[src/rtcw_map.vh]
// Constants for the clock/calendar two-wire slave with access watchdog
`ifndef RTCW_MAP_VH
`define RTCW_MAP_VH

// ----------------------------------------
// Slave addresses and byte layout
// ----------------------------------------
`define RTCW_ADDR_RD      8'hA3
`define RTCW_ADDR_WR      8'hA2
`define RTCW_RW_BIT       0
`define RTCW_MSB          7
`define RTCW_NEXT_MSB     6
`define RTCW_BYTE_BITS    4'h8
`define RTCW_PTR_W        4
`define RTCW_DATA_W       8
`define RTCW_WR_W         12
`define RTCW_PTR_RESET    4'h0
`define RTCW_FIFO_DEPTH   4
`define RTCW_FIFO_CW      3

// ----------------------------------------
// Watchdog timing
// ----------------------------------------
`define RTCW_CLK_MHZ      100
`define RTCW_WD_TIME_MS   1000
`define RTCW_WD_CYC       (`RTCW_WD_TIME_MS * 1000 * `RTCW_CLK_MHZ)
`define RTCW_WD_W         28

// ----------------------------------------
// Interface states
// ----------------------------------------
`define RTCW_ST_IDLE      3'h0
`define RTCW_ST_ADDR      3'h1
`define RTCW_ST_ACK       3'h2
`define RTCW_ST_WRX       3'h3
`define RTCW_ST_TX        3'h4
`define RTCW_ST_RACK      3'h5
`define RTCW_ST_IGNORE    3'h6

`endif

[src/rtcw_fifo.v]
// Shift-out FIFO with registered head, valid and ready on both sides
`timescale 1ns/100ps
`include "rtcw_map.vh"
module rtcw_fifo #(
    parameter WIDTH = `RTCW_WR_W,
    parameter DEPTH = `RTCW_FIFO_DEPTH,
    parameter CW    = `RTCW_FIFO_CW
) (
    // Clock, reset, enable
    input  wire             clk_i,
    input  wire             reset_n_i,
    input  wire             ce_i,
    input  wire             clr_i,
    // Fill side
    input  wire             in_valid_i,
    input  wire [WIDTH-1:0] in_data_i,
    output wire             in_ready_o,
    // Drain side
    output wire             out_valid_o,
    output wire [WIDTH-1:0] out_data_o,
    input  wire             out_ready_i
);

    reg  [WIDTH-1:0] mem [0:DEPTH-1];
    reg  [CW-1:0]    cnt_r;
    reg              valid_r;
    reg              full_r;
    wire             push;
    wire             pop;
    wire [CW-1:0]    cnt_nxt;
    wire [CW-1:0]    last_idx;
    integer          i;

    assign push        = in_valid_i & ~full_r;
    assign pop         = valid_r & out_ready_i;
    assign cnt_nxt     = cnt_r + {{(CW-1){1'b0}}, push} - {{(CW-1){1'b0}}, pop};
    assign last_idx    = cnt_r - {{(CW-1){1'b0}}, 1'b1};
    assign in_ready_o  = ~full_r;
    assign out_valid_o = valid_r;
    assign out_data_o  = mem[0];

    // Head always sits in slot 0, so the drain side sees flops
    always @(posedge clk_i or negedge reset_n_i) begin
        if (!reset_n_i) begin
            cnt_r   <= {CW{1'b0}};
            valid_r <= 1'b0;
            full_r  <= 1'b0;
            for (i = 0; i < DEPTH; i = i + 1) begin
                mem[i] <= {WIDTH{1'b0}};
            end
        end else if (ce_i) begin
            if (clr_i) begin
                cnt_r   <= {CW{1'b0}};
                valid_r <= 1'b0;
                full_r  <= 1'b0;
            end else begin
                for (i = 0; i < DEPTH; i = i + 1) begin
                    if (push && ((pop && i == last_idx) || (!pop && i == cnt_r))) begin
                        mem[i] <= in_data_i;
                    end else if (pop && i < DEPTH - 1) begin
                        mem[i] <= mem[i+1];
                    end
                end
                cnt_r   <= cnt_nxt;
                valid_r <= (cnt_nxt != {CW{1'b0}});
                full_r  <= (cnt_nxt == DEPTH[CW-1:0]);
            end
        end
    end

endmodule

[src/rtcw_i2c_slave.v]
// Two-wire slave interface of a clock/calendar with access watchdog
`timescale 1ns/100ps
`include "rtcw_map.vh"
module rtcw_i2c_slave #(
    parameter [31:0] WD_CYC = `RTCW_WD_CYC
) (
    // Clock, reset, enable
    input  wire                   clk_i,
    input  wire                   reset_n_i,
    input  wire                   ce_i,
    input  wire                   rst_int_i,
    // Bus pins
    input  wire                   scl_i,
    input  wire                   sda_i,
    output wire                   sda_o,
    output wire                   sda_oe_o,
    // Register file read side
    output wire [`RTCW_PTR_W-1:0] rd_addr_o,
    input  wire [`RTCW_DATA_W-1:0] rd_data_i,
    // Register file write stream
    output wire                   wr_valid_o,
    output wire [`RTCW_WR_W-1:0]  wr_data_o,
    input  wire                   wr_ready_i,
    // Timekeeping control
    output wire                   freeze_o,
    output wire                   lose_sec_o
);

    // ----------------------------------------
    // Declarations
    // ----------------------------------------
    localparam [`RTCW_WD_W-1:0] WD_LAST = WD_CYC[`RTCW_WD_W-1:0] - 1'b1;

    reg  [1:0]               scl_sync_r;
    reg  [1:0]               sda_sync_r;
    reg                      scl_d_r;
    reg                      sda_d_r;
    reg  [2:0]               state_r;
    reg  [3:0]               bit_cnt_r;
    reg  [`RTCW_DATA_W-1:0]  shift_r;
    reg  [`RTCW_PTR_W-1:0]   ptr_r;
    reg                      ptr_set_r;
    reg                      rd_mode_r;
    reg                      mack_r;
    reg                      drive_r;
    reg                      sda_lvl_r;
    reg                      freeze_r;
    reg  [`RTCW_WD_W-1:0]    wd_cnt_r;
    reg                      lose_r;
    reg                      pend_r;
    reg  [`RTCW_WR_W-1:0]    pend_data_r;
    wire                     scl_s;
    wire                     sda_s;
    wire                     scl_rise;
    wire                     scl_fall;
    wire                     start_det;
    wire                     stop_det;
    wire                     fifo_rdy;
    wire                     room;
    wire                     addr_ok;
    wire                     wd_fire;

    // ----------------------------------------
    // Pin synchronisers and line events
    // ----------------------------------------
    always @(posedge clk_i or negedge reset_n_i) begin
        if (!reset_n_i) begin
            scl_sync_r <= 2'h3;
            sda_sync_r <= 2'h3;
            scl_d_r    <= 1'b1;
            sda_d_r    <= 1'b1;
        end else if (ce_i) begin
            scl_sync_r <= {scl_sync_r[0], scl_i};
            sda_sync_r <= {sda_sync_r[0], sda_i};
            scl_d_r    <= scl_sync_r[1];
            sda_d_r    <= sda_sync_r[1];
        end
    end

    assign scl_s     = scl_sync_r[1];
    assign sda_s     = sda_sync_r[1];
    assign scl_rise  = scl_s & ~scl_d_r;
    assign scl_fall  = ~scl_s & scl_d_r;
    // Clock held high across both samples
    assign start_det = scl_s & scl_d_r & sda_d_r & ~sda_s;
    assign stop_det  = scl_s & scl_d_r & ~sda_d_r & sda_s;

    // ----------------------------------------
    // Decode helpers
    // ----------------------------------------
    assign addr_ok  = (shift_r == `RTCW_ADDR_WR) || (shift_r == `RTCW_ADDR_RD);
    assign room     = ~pend_r | fifo_rdy;
    assign wd_fire  = freeze_r & (wd_cnt_r == WD_LAST);

    // ----------------------------------------
    // Interface sequencer
    // ----------------------------------------
    always @(posedge clk_i or negedge reset_n_i) begin
        if (!reset_n_i) begin
            state_r     <= `RTCW_ST_IDLE;
            bit_cnt_r   <= 4'h0;
            shift_r     <= 8'h00;
            ptr_r       <= `RTCW_PTR_RESET;
            ptr_set_r   <= 1'b0;
            rd_mode_r   <= 1'b0;
            mack_r      <= 1'b0;
            drive_r     <= 1'b0;
            sda_lvl_r   <= 1'b0;
            freeze_r    <= 1'b0;
            wd_cnt_r    <= {`RTCW_WD_W{1'b0}};
            lose_r      <= 1'b0;
            pend_r      <= 1'b0;
            pend_data_r <= 12'h000;
        end else if (ce_i) begin
            lose_r    <= 1'b0;
            sda_lvl_r <= 1'b0;
            if (pend_r && fifo_rdy) begin
                pend_r <= 1'b0;
            end
            // Watchdog runs only while counters are held
            if (freeze_r) begin
                wd_cnt_r <= wd_cnt_r + 1'b1;
            end else begin
                wd_cnt_r <= {`RTCW_WD_W{1'b0}};
            end

            if (rst_int_i) begin
                // Silent and reinitialised while held
                state_r   <= `RTCW_ST_IDLE;
                ptr_r     <= `RTCW_PTR_RESET;
                ptr_set_r <= 1'b0;
                drive_r   <= 1'b0;
                freeze_r  <= 1'b0;
                bit_cnt_r <= 4'h0;
                pend_r    <= 1'b0;
            end else if (wd_fire) begin
                // Hung access: drop the bus, let time run
                state_r   <= `RTCW_ST_IDLE;
                drive_r   <= 1'b0;
                freeze_r  <= 1'b0;
                ptr_set_r <= 1'b0;
                lose_r    <= 1'b1;
            end else if (stop_det) begin
                state_r   <= `RTCW_ST_IDLE;
                drive_r   <= 1'b0;
                freeze_r  <= 1'b0;
                ptr_set_r <= 1'b0;
            end else if (start_det) begin
                // Repeated start keeps the freeze
                state_r   <= `RTCW_ST_ADDR;
                drive_r   <= 1'b0;
                bit_cnt_r <= 4'h0;
                shift_r   <= 8'h00;
            end else begin
                case (state_r)
                    `RTCW_ST_ADDR, `RTCW_ST_WRX: begin
                        if (scl_rise) begin
                            // Sample on rising clock, line stable while high
                            shift_r   <= {shift_r[`RTCW_NEXT_MSB:0], sda_s};
                            bit_cnt_r <= bit_cnt_r + 1'b1;
                        end else if (scl_fall && bit_cnt_r == `RTCW_BYTE_BITS) begin
                            bit_cnt_r <= 4'h0;
                            if (state_r == `RTCW_ST_ADDR) begin
                                if (addr_ok) begin
                                    state_r   <= `RTCW_ST_ACK;
                                    drive_r   <= 1'b1;
                                    freeze_r  <= 1'b1;
                                    wd_cnt_r  <= {`RTCW_WD_W{1'b0}};
                                    rd_mode_r <= shift_r[`RTCW_RW_BIT];
                                    ptr_set_r <= ~shift_r[`RTCW_RW_BIT];
                                end else begin
                                    state_r <= `RTCW_ST_IGNORE;
                                end
                            end else if (ptr_set_r) begin
                                ptr_r     <= shift_r[`RTCW_PTR_W-1:0];
                                ptr_set_r <= 1'b0;
                                drive_r   <= 1'b1;
                                state_r   <= `RTCW_ST_ACK;
                            end else if (room) begin
                                pend_r      <= 1'b1;
                                pend_data_r <= {ptr_r, shift_r};
                                ptr_r       <= ptr_r + 1'b1;
                                drive_r     <= 1'b1;
                                state_r     <= `RTCW_ST_ACK;
                            end else begin
                                // Stream still blocked: refuse the byte
                                state_r <= `RTCW_ST_IGNORE;
                            end
                        end
                    end
                    `RTCW_ST_ACK: begin
                        // Low held through the whole ninth clock high
                        if (scl_fall) begin
                            if (rd_mode_r) begin
                                shift_r   <= rd_data_i;
                                drive_r   <= ~rd_data_i[`RTCW_MSB];
                                bit_cnt_r <= 4'h1;
                                state_r   <= `RTCW_ST_TX;
                            end else begin
                                drive_r <= 1'b0;
                                state_r <= `RTCW_ST_WRX;
                            end
                        end
                    end
                    `RTCW_ST_TX: begin
                        // Change data only after clock falls
                        if (scl_fall) begin
                            if (bit_cnt_r == `RTCW_BYTE_BITS) begin
                                drive_r <= 1'b0;
                                state_r <= `RTCW_ST_RACK;
                            end else begin
                                drive_r   <= ~shift_r[`RTCW_NEXT_MSB];
                                shift_r   <= {shift_r[`RTCW_NEXT_MSB:0], 1'b0};
                                bit_cnt_r <= bit_cnt_r + 1'b1;
                            end
                        end
                    end
                    `RTCW_ST_RACK: begin
                        if (scl_rise) begin
                            mack_r <= ~sda_s;
                            ptr_r  <= ptr_r + 1'b1;
                        end else if (scl_fall) begin
                            if (mack_r) begin
                                shift_r   <= rd_data_i;
                                drive_r   <= ~rd_data_i[`RTCW_MSB];
                                bit_cnt_r <= 4'h1;
                                state_r   <= `RTCW_ST_TX;
                            end else begin
                                // Master ended the read; line left high
                                drive_r <= 1'b0;
                                state_r <= `RTCW_ST_IGNORE;
                            end
                        end
                    end
                    `RTCW_ST_IGNORE: begin
                        drive_r <= 1'b0;
                    end
                    `RTCW_ST_IDLE: begin
                        drive_r <= 1'b0;
                    end
                    default: begin
                        state_r <= `RTCW_ST_IDLE;
                        drive_r <= 1'b0;
                    end
                endcase
            end
        end
    end

    // ----------------------------------------
    // Write stream buffer
    // ----------------------------------------
    rtcw_fifo #(
        .WIDTH (`RTCW_WR_W),
        .DEPTH (`RTCW_FIFO_DEPTH),
        .CW    (`RTCW_FIFO_CW)
    ) u_wr_fifo (
        .clk_i       (clk_i),
        .reset_n_i   (reset_n_i),
        .ce_i        (ce_i),
        .clr_i       (rst_int_i),
        .in_valid_i  (pend_r),
        .in_data_i   (pend_data_r),
        .in_ready_o  (fifo_rdy),
        .out_valid_o (wr_valid_o),
        .out_data_o  (wr_data_o),
        .out_ready_i (wr_ready_i)
    );

    // ----------------------------------------
    // Outputs
    // ----------------------------------------
    // Open drain: only ever pulls low, clock never driven
    assign sda_o      = sda_lvl_r;
    assign sda_oe_o   = drive_r;
    assign rd_addr_o  = ptr_r;
    assign freeze_o   = freeze_r;
    assign lose_sec_o = lose_r;

endmodule

[config.mk]
export PLATFORM = sky130hd
export DESIGN_NAME = rtcw_i2c_slave
export DESIGN_NICKNAME = d
export VERILOG_FILES = /design/src/rtcw_fifo.v /design/src/rtcw_i2c_slave.v
export VERILOG_INCLUDE_DIRS = /design/src /design/src/src
export SDC_FILE = /design/constraint.sdc
export NUM_CORES = 1
export LEC_CHECK = 0
export ABC_CLOCK_PERIOD_IN_PS = 2350
export BUFFER_PORTS_ARGS = -buffer_cell sky130_fd_sc_hd__buf_2
export CORE_MARGIN = 2
export CORE_UTILIZATION = 55
export DETAILED_ROUTE_END_ITERATION = 10
export PLACE_DENSITY_LB_ADDON = 0.1
export SYNTH_ARGS = -nofsm -noshare
export SYNTH_HDL_FRONTEND = slang
export SYNTH_SLANG_ARGS = --single-unit
[constraint.sdc]
create_clock -name clk_i -period 2.35 [get_ports clk_i]
set_input_delay 0.1175 -clock clk_i [delete_from_list [all_inputs] [get_ports clk_i]]
set_output_delay 0.1175 -clock clk_i [all_outputs]
set_load 0.05 [all_outputs]
==> results of run 1 <==
## cell usage in the layout (no fill, tap or decap), types with 4 or more instances in the layout
| cell type | instances |
|---|---|
| dfrtp_1 | 119 |
| mux2_2 | 52 |
| a21oi_1 | 47 |
| buf_4 | 46 |
| nand2_1 | 45 |
| nor2_1 | 44 |
| o21ai_0 | 43 |
| mux2i_1 | 34 |
| buf_2 | 33 |
| inv_1 | 26 |
| nand3_1 | 26 |
| clkbuf_16 | 17 |
| nor3_1 | 15 |
| nand4_1 | 11 |
| nand2b_1 | 11 |
| and3_1 | 11 |
| nor2b_1 | 9 |
| o211ai_1 | 9 |
| o31ai_1 | 9 |
| a31oi_1 | 9 |
| o22ai_1 | 7 |
| and4_1 | 6 |
| xnor2_1 | 6 |
| a21o_1 | 6 |
| and2_1 | 6 |
| dfstp_2 | 6 |
| or3_1 | 5 |
| o21a_1 | 5 |
| ha_1 | 5 |
| nand3b_1 | 4 |
| a21boi_0 | 4 |
| o2bb2ai_1 | 4 |
## timing repair
action	CTS	global route
hold endpoints to repair	121	0
pin swaps	0	4
setup buffers	0	4
cloned	0	1
hold buffers	3	0
resized for setup	1	11
endpoints found under the setup margin	1	44
## power groups by stage
stage,Combinational (mW),Sequential (mW),Clock [mW]
4_1_cts,1.47,2.75,2.61
6_report,1.47,2.75,2.57
3_5_place_dp,1.46,2.78,0
2_1_floorplan,1.25,2.74,0
3_3_place_gp,1.41,2.76,0
5_1_grt,1.61,2.80,2.71
## final timing paths
check,start,to,slack (ns),cells past startpoint
max in group asynchronous,reset_n_i,mack_r,1.54,3
min in group asynchronous,reset_n_i,u_wr_fifo.mem[33],0.11,2
worst min-delay path,rd_data_i[5],shift_r[5],0.03,3
worst max register to register,state_r[0],rd_mode_r,0.10,4
worst min register to register,sda_sync_r[0],sda_sync_r[1],0.50,2
worst max-delay path,state_r[0],rd_mode_r,0.10,4
## cell type report
type,count,share of cell area (%)
clock buffers,21,5.80
clock inverters,10,1.42
inverters,26,1.20
multi-input cells,496,42.6
flip-flops and latches,125,38.6
well taps,168,2.59
repair buffers,87,7.72
## sequential cells by signal (all words and copies together), names as in the netlist, 2 cells and up
name,flops
scl_sync_r,2
u_wr_fifo.mem,36
sda_sync_r,2
state_r,3
bit_cnt_r,4
rd_addr_o,4
u_wr_fifo.out_data_o,12
shift_r,8
u_wr_fifo.cnt_r,3
wd_cnt_r,28
pend_data_r,12
## synthesized netlist by cell type (all sizes together), types with 3 or more instances
cell type,count
o41ai,3
ha,6
nor2,44
nand3,26
mux2i,34
a21o,6
o211ai,10
nand2,46
and2,6
dfstp,6
nor3,15
a21oi,47
nand2b,11
nor2b,10
inv,26
a21boi,4
or3,5
dfrtp,119
o21ai,44
o21a,5
buf,30
o22ai,7
o31ai,10
nor3b,3
xnor2,6
nand4,11
and3,12
and4,6
o2bb2ai,4
a31oi,9
mux2,53
clkbuf,21
nor4,4
nand3b,4
## metrics by stage
step | TNS (ns) | power [mW] | hold slack, ns | instances
floorplan | 0 | 3.99 | -0.178 | 697
global placement | 0 | 4.18 | -0.0103 | 894
detailed placement | -0.0188 | 4.24 | -0.0104 | 894
CTS | 0 | 6.83 | 0.0124 | 928
global route | -0.0174 | 7.12 | 0.0363 | 933
finish | 0 | 6.79 | 0.0273 | 933
## cells by family (layout without fill, tap and decap cells)
family | Yosys count | count (layout)
multiplexers | 87 | 87
buffers and inverters | 77 | 144
other | 1 | 1
adder cells (fa/ha/maj) | 7 | 7
XOR/XNOR | 8 | 8
AO/OA/AOI/OAI | 172 | 173
AND/OR/NAND/NOR | 220 | 220
flip-flops | 125 | 125
## critical path, stage by stage, from the launching register on
cell	delay, ns
dfrtp_1	0.41
or3b_4	0.43
or4_4	0.58
or3_1	0.41
mux2_4	0.30
## metal layers
layer	up-vias	GRT usage (%)
met1	2742	34.5
met3	25	5.60
met2	155	43.7
met5	-	0
met4	0	9.76
li1	2637	-
==> impl_metrics.json, run 1 <==
{
  "async_flop_share_pct": 100,
  "period_minus_slack_ns": 2.25,
  "die_x_um": 116,
  "multi_input_area_mm2": 0.00346,
  "top_layer": "met4",
  "status": "complete, no violations",
  "row_count": 40,
  "final_util_pct": 67.0,
  "place_ws_ns": -0.0175,
  "yosys_warnings": 0,
  "ys_ff_latch": 125,
  "clock_path_buffers": 2,
  "power.switching_mw": 2.10,
  "startpoint_type": "register",
  "worst_slack_ns": 0.101,
  "gr-total-overflow": 0,
  "intPower_mw": 4.69,
  "antenna_cells": 0,
  "cts_tree": "yes",
  "synth-compound-area-share_pct": 16.1,
  "route.met2.wl_mm": 8.33,
  "slew_viol_final": 0,
  "synth.mux.area_fraction_pct": 13.6,
  "synth_cells": 697,
  "power_frac_comb_pct": 21.6,
  "core_area_mm2": 0.0121,
  "synth_adder_area_share_pct": 1.38,
  "portBuffers": 34,
  "die_h_um": 116,
  "finalClockSkew_ns": 0.00833,
  "cts_num_sinks": 125,
  "crit_type": "register to register",
  "gp_congestion": 0.916,
  "cap_viol_max_count": 0,
  "slew_headroom_pct": 63.5,
  "met1_length_mm": 7.43,
  "grt_pass1_vias": 5501,
  "yosys.area_share.simple_pct": 17.1,
  "arrival_ns": 2.54,
  "ant_nets": 0,
  "fin_nets": 775,
  "die_area_mm2": 0.0135,
  "p_leak_nw": 3.69,
  "syn_nets": 719,
  "crit_fanout": 5,
  "nFillCells": 970,
  "ctsHtreeMaxLevel": 4,
  "fmax_mhz": 445,
  "first_iter_violations": 429,
  "area_growth_pct": 17.7,
  "synth_edf_count": 0,
  "final_cell_area_mm2": 0.00812,
  "synth_top_family_by_area": "simple AND/OR/NAND/NOR gates",
  "tightest_slew_ns": 0.543,
  "synth-xor-area-share_pct": 1.02,
  "ys.flop_type": "dfrtp_1",
  "wirelength_mm": 16.8,
  "post_dp_cell_area_mm2": 0.00741,
  "report.final.hold_viol_count": 0,
  "cp-end-kind": "register",
  "regArea_mm2": 0.00314,
  "ir_drop_mv": 0.550,
  "period_share_pct": 95.7,
  "clock-root-buffer": "clkbuf_16",
  "drc_errors": 0,
  "clk_latency_ns": 0.41,
  "seqPwrFrac_pct": 40.5,
  "syn_area_mm2": 0.00690,
  "synth_area_per_cell_um2": 9.89,
  "synth_top_area_share_pct": 43.2,
  "vias_per_cell": 5.96,
  "first_pass_iters": 5,
  "seq_area_frac_synth_pct": 45.5,
  "synth_cell_types": 75,
  "hpwl_mm": 11.6,
  "netlist_top_cells_area": "dfrtp_1 43%, mux2_2 8.5%, mux2i_1 4.9%",
  "power_per_cell_area_mw_per_mm2": 837,
  "cts_made_buffers": 17,
  "drive_above_1_share_pct": 25.2,
  "yosysTopAreaCell": "dfrtp_1",
  "finalSetupViolCount": 0,
  "track_usage_pct": 26.4,
  "start_util_pct": 56.9,
  "via_count": 5559,
  "dr_wl_met3_um": 744,
  "hold_class": "primary input to register",
  "cp.required_ns": 2.64,
  "grt_pass1_wl_mm": 27.5,
  "grt_antenna_before_repair": 0,
  "wire_per_inst_um": 18.0,
  "p_sw_share_pct": 30.9,
  "clkPwrFrac_pct": 37.9,
  "ios": 36,
  "grt_max_degree": 76,
  "path_clk_slew_ns": 0.06
}
(Power assumes the default switching activity.)
==> inputs of run 2 (changes only) <==
--- a/config.mk
+++ b/config.mk
@@ -11,6 +11,7 @@
 export CORE_MARGIN = 2
 export CORE_UTILIZATION = 55
 export DETAILED_ROUTE_END_ITERATION = 10
+export MAX_ROUTING_LAYER = met4
 export PLACE_DENSITY_LB_ADDON = 0.1
 export SYNTH_ARGS = -nofsm -noshare
 export SYNTH_HDL_FRONTEND = slang
==> run 2 against run 1 <==
Register-to-register slack got worse by 0.03 ns; critical path type unchanged; final area rose by 0.71%; clock skew is essentially flat; flip-flop and latch count stayed put; hold slack improved by 0.0011 ns.
==> impl_metrics.json, run 2 (synthesis results as in run 1) <==
{
  "hpwl_mm": 11.8,
  "gp_congestion": 0.936,
  "via_count": 5588,
  "final_common_cell": "dfrtp_1",
  "post_dp_cell_area_mm2": 0.00744,
  "worst-r2r-setup-slack_ns": 0.07,
  "min_from": "ce_i",
  "dp_cells": 895,
  "intPower_mw": 4.91,
  "cts_made_buffers": 17,
  "power_per_cell_area_mw_per_mm2": 858,
  "core_area_mm2": 0.0121,
  "worst_slack_ns": 0.0723,
  "hold_class": "primary input to register",
  "hold_depth": 2,
  "grt_antenna_before_repair": 0,
  "ctsHtreeMaxLevel": 4,
  "grt_pass1_vias": 5528,
  "seqPwrFrac_pct": 39.2,
  "holdPathEnd": "freeze_o",
  "area_growth_pct": 18.5,
  "largest_register_ffs": 36,
  "p_sw_share_pct": 29.9,
  "power.switching_mw": 2.10,
  "multi_input_area_mm2": 0.00345,
  "final_cell_mix": "119 x dfrtp_1, 52 x mux2_2, 47 x a21oi_1",
  "period_share_pct": 96.9,
  "regArea_mm2": 0.00314,
  "drc_errors": 0,
  "ir_drop_mv": 0.399,
  "nFillCells": 972,
  "cap_viol_max_count": 0,
  "globalRouteMet1Util_pct": 34.0,
  "gr-total-overflow": 0,
  "report.final.hold_viol_count": 0,
  "status": "complete, no violations",
  "start_util_pct": 56.9,
  "grt.busiest_layer": "met2",
  "die_x_um": 116,
  "setup_tns_ns": 0,
  "wire_per_inst_um": 17.9,
  "die_area_mm2": 0.0135,
  "portBuffers": 34,
  "fin_nets": 774,
  "rsz0062_at_grt": "false",
  "worstRegToRegCells": 4,
  "fmax_mhz": 439,
  "cts_num_sinks": 125,
  "finalSetupViolCount": 0,
  "grtUsageMet2_pct": 45.8,
  "row_count": 40,
  "grt_pass1_wl_mm": 27.6,
  "power_frac_comb_pct": 20.9,
  "vias_per_cell": 6.00,
  "total_power_mw": 7.01,
  "grt_max_degree": 52,
  "final_cell_area_mm2": 0.00817,
  "grtUsageMet3_pct": 4.45,
  "place_ws_ns": -0.0137,
  "final_util_pct": 67.5,
  "cp-end-kind": "register",
  "finalClockSkew_ns": 0.00787,
  "hold-worst-slack_ns": 0.0284,
  "drive_above_1_share_pct": 25.1,
  "clock-root-buffer": "clkbuf_16",
  "cts_tree": "yes",
  "regMostFlops": "u_wr_fifo.mem",
  "wirelength_mm": 16.7,
  "cp.required_ns": 2.65,
  "first_iter_violations": 392,
  "arrival_ns": 2.57,
  "crit_type": "register to register",
  "startpoint_type": "register",
  "instances_no_fill": 932,
  "clk_latency_ns": 0.42,
  "die_h_um": 116,
  "ios": 36,
  "antenna_cells": 0,
  "clkPwrFrac_pct": 39.9,
  "r2r-end": "rd_mode_r",
  "first_pass_iters": 4,
  "ant_nets": 0,
  "p_leak_nw": 3.72,
  "r2r-start": "state_r[0]",
  "track_usage_pct": 27.3,
  "top_regs": "u_wr_fifo.mem: 36 flops, wd_cnt_r: 28 flops",
  "crit_fanout": 4,
  "period_minus_slack_ns": 2.28,
  "clock_path_buffers": 2,
  "slew_viol_final": 0,
  "path_clk_slew_ns": 0.05
}
-- run 2: cell count changes in the layout (fill, tap and decap cells not counted), sizes merged --
cell,delta
clkinvlp,-1
bufinv,+2
buf,-1
clkinv,-1
-- run 2: area by class of cell --
class / count / area share, %
Clock inverter: 10 / 1.99
Inverter: 26 / 1.19
Clock buffer: 21 / 5.76
Sequential cell: 125 / 38.4
Timing Repair Buffer: 86 / 7.88
Tap cell: 168 / 2.57
Multi-Input combinational cell: 496 / 42.2
-- run 2: worst max-delay path by stage --
stage	endpoint	from	cells past startpoint	slack, ns
2_1_floorplan	u_wr_fifo.full_r	u_wr_fifo.out_valid_o	9	0.08
3_3_place_gp	shift_r[4]	state_r[0]	6	0.004
3_5_place_dp	shift_r[4]	state_r[0]	6	-0.01
4_1_cts	shift_r[4]	state_r[0]	6	0.04
5_1_grt	wd_cnt_r[27]	wd_cnt_r[26]	7	0.005
6_report	rd_mode_r	state_r[0]	4	0.07
-- run 2: routing by layer --
| layer | up-vias | wire [µm] |
|---|---|---|
| met3 | 24 | 567 |
| met4 | 0 | 268 |
| met2 | 132 | 8330 |
| li1 | 2657 | - |
| met1 | 2775 | 7540 |
| met5 | - | 0 |
-- run 2: timing repair --
action                                  CTS  global route
pin swaps                                 0             3
endpoints found under the setup margin    6            38
hold buffers                              3             0
setup buffers                             0             2
resized for setup                         1            10
hold endpoints to repair                 31             0
gates cloned                              0             1
-- run 2: power groups by stage --
stage	registers (mW)	logic, mW	clock network, mW
after floorplan	2.74	1.25	0
final	2.75	1.46	2.80
after global routing	2.80	1.61	2.93
after detailed placement	2.79	1.45	0
after global placement	2.76	1.41	0
after CTS	2.75	1.47	2.83
-- run 2: worst max-delay path: stages, from the launching register on --
cell and delay (ns):
dfrtp_1 0.43, or3b_4 0.43, or4_4 0.58, or3_1 0.41, mux2_4 0.31
==> inputs of run 3 (changes only) <==
--- a/config.mk
+++ b/config.mk
@@ -6,7 +6,7 @@
 export SDC_FILE = /design/constraint.sdc
 export NUM_CORES = 1
 export LEC_CHECK = 0
-export ABC_CLOCK_PERIOD_IN_PS = 2350
+export ABC_CLOCK_PERIOD_IN_PS = 1990
 export BUFFER_PORTS_ARGS = -buffer_cell sky130_fd_sc_hd__buf_2
 export CORE_MARGIN = 2
 export CORE_UTILIZATION = 55
==> constraint.sdc (replaced) <==
create_clock -name clk_i -period 1.99 [get_ports clk_i]
set_input_delay 0.0995 -clock clk_i [delete_from_list [all_inputs] [get_ports clk_i]]
set_output_delay 0.0995 -clock clk_i [all_outputs]
set_load 0.05 [all_outputs]
==> run 3 against run 2 <==
The flow now finishes with violations (setup timing); final cell count increased by 9.1%; combinational power up 36%; global-route usage grew 2.7 points; register-to-register slack worse by 0.31 ns; sequential power rose by 18%; via count rose by 6.2%; critical path type unchanged.
==> impl_metrics.json, run 3 (synthesis results as in run 1) <==
{
  "largest_register_ffs": 36,
  "hold_depth": 3,
  "nFillCells": 862,
  "post_dp_cell_area_mm2": 0.00808,
  "worst-r2r-setup-slack_ns": -0.24,
  "status": "complete, but fails checks",
  "regMostFlops": "u_wr_fifo.mem",
  "drc_errors": 0,
  "cap_viol_max_count": 0,
  "slew_headroom_pct": 65.2,
  "top_regs": "u_wr_fifo.mem: 36 flops, wd_cnt_r: 28 flops",
  "grt_pass1_wl_mm": 29.9,
  "hold_class": "primary input to register",
  "clk_latency_ns": 0.42,
  "area_growth_pct": 34.1,
  "finalSetupViolCount": 58,
  "crit_fanout": 5,
  "first_pass_iters": 5,
  "ios": 36,
  "final_cell_area_mm2": 0.00925,
  "vias_per_cell": 5.83,
  "ir_drop_mv": 0.744,
  "wirelength_mm": 18.9,
  "ant_nets": 0,
  "power_frac_comb_pct": 24.4,
  "period_share_pct": 112,
  "clock_path_buffers": 2,
  "fmax_mhz": 449,
  "cts_num_sinks": 125,
  "crit_type": "register to register",
  "grt_max_degree": 47,
  "tightest_slew_ns": 0.522,
  "regArea_mm2": 0.00314,
  "final_cell_mix": "119 x buf_4, 117 x dfrtp_1, 51 x mux2_2",
  "cp-end-kind": "register",
  "path_clk_slew_ns": 0.05,
  "hold-worst-slack_ns": 0.0290,
  "violations": "setup timing",
  "fin_nets": 862,
  "cp.required_ns": 2.27,
  "arrival_ns": 2.51,
  "power.switching_mw": 2.55,
  "slew_viol_final": 0,
  "antenna_cells": 0,
  "gp_congestion": 0.920,
  "report.final.hold_viol_count": 0,
  "final_util_pct": 76.4,
  "portBuffers": 34,
  "power_per_cell_area_mw_per_mm2": 881,
  "worstRegToRegCells": 9,
  "p_leak_nw": 4.21,
  "cts_tree": "yes",
  "first_iter_violations": 419,
  "seqPwrFrac_pct": 39.9,
  "die_h_um": 116,
  "cts_made_buffers": 17,
  "final_common_cell": "buf_4",
  "multi_input_area_mm2": 0.00384,
  "grt_pass1_vias": 5982,
  "core_area_mm2": 0.0121,
  "start_util_pct": 56.9,
  "hpwl_mm": 12.9,
  "grt_antenna_before_repair": 0,
  "row_count": 40,
  "startpoint_type": "register",
  "die_area_mm2": 0.0135,
  "intPower_mw": 5.60,
  "via_count": 5934,
  "worst_slack_ns": -0.235,
  "rsz0062_at_grt": "true",
  "track_usage_pct": 30.0,
  "drive_above_1_share_pct": 40.4,
  "finalClockSkew_ns": 0.00896,
  "clkPwrFrac_pct": 35.7,
  "period_minus_slack_ns": 2.23,
  "wire_per_inst_um": 18.6,
  "p_sw_share_pct": 31.3,
  "gr-total-overflow": 0,
  "ctsHtreeMaxLevel": 4,
  "clock-root-buffer": "clkbuf_16",
  "die_x_um": 116
}
## run 3: cell types whose count changed in the layout (fill, tap and decap cells not counted), moves of 6 or more
cell and delta:
a21oi_2 +9, o21ai_0 -18, buf_6 +7, a21oi_1 -9, nand2_1 -6, buf_4 +76
o21ai_1 +11, o31ai_1 -6, o21ai_2 +6
## run 3: path summary, 6_finish.rpt
kind / to / startpoint
max: wd_cnt_r[17] / bit_cnt_r[1]
min in group asynchronous: u_wr_fifo.out_data_o[11] / reset_n_i
max in group asynchronous: sda_sync_r[0] / reset_n_i
min reg2reg: scl_sync_r[1] / scl_sync_r[0]
min: shift_r[7] / rd_data_i[7]
max reg2reg: wd_cnt_r[17] / bit_cnt_r[1]
## run 3: power by group through the flow
stage                     sequential [mW]  combinational (mW)  clock [mW]
after floorplan                      3.24                1.52           0
after global placement               3.25                1.81           0
after detailed placement             3.28                1.86           0
after CTS                            3.24                1.95        2.96
after global routing                 3.30                2.15        3.08
final                                3.25                1.99        2.90
## run 3: routing by layer
metal	wire length (µm)	GRT usage (%)
met5	0	-
met4	349	10.6
met3	625	5.44
met2	9580	50.1
met1	8360	36.7
## run 3: final cells by class
class | count | area share (%)
repair buffers | 174 | 15.4
clock buffers | 20 | 4.83
clock inverters | 8 | 1.04
well taps | 168 | 2.27
multi-input cells | 496 | 41.5
flip-flops and latches | 125 | 33.9
inverters | 26 | 1.06
## run 3: worst max-delay path: stages, from the launching register on
cell and delay [ns]:
dfrtp_1 0.38, inv_2 0.08, ha_4 0.13, nand3b_1 0.13, buf_4 0.16, or4_4 0.53
o211a_4 0.32, clkbuf_16 0.18, a21oi_2 0.11, a31oi_1 0.06
## run 3: metrics by stage
stage / TNS [ns] / power (mW) / setup WS [ns] / std cells
6_report: -8.63 / 8.14 / -0.235 / 1017
5_1_grt: -12.73 / 8.53 / -0.314 / 1017
4_1_cts: -8.18 / 8.15 / -0.204 / 1008
3_5_place_dp: -9.55 / 5.15 / -0.290 / 969
3_3_place_gp: -7.73 / 5.06 / -0.226 / 969
2_1_floorplan: -2.41 / 4.76 / -0.110 / 697
## run 3: repair_timing
item	in CTS	in global routing
pin swaps	19	28
cloned	2	3
endpoints found under the setup margin	62	77
setup buffers	6	7
endpoints found under the hold margin	36	0
resized for setup	53	50
hold buffers	3	0
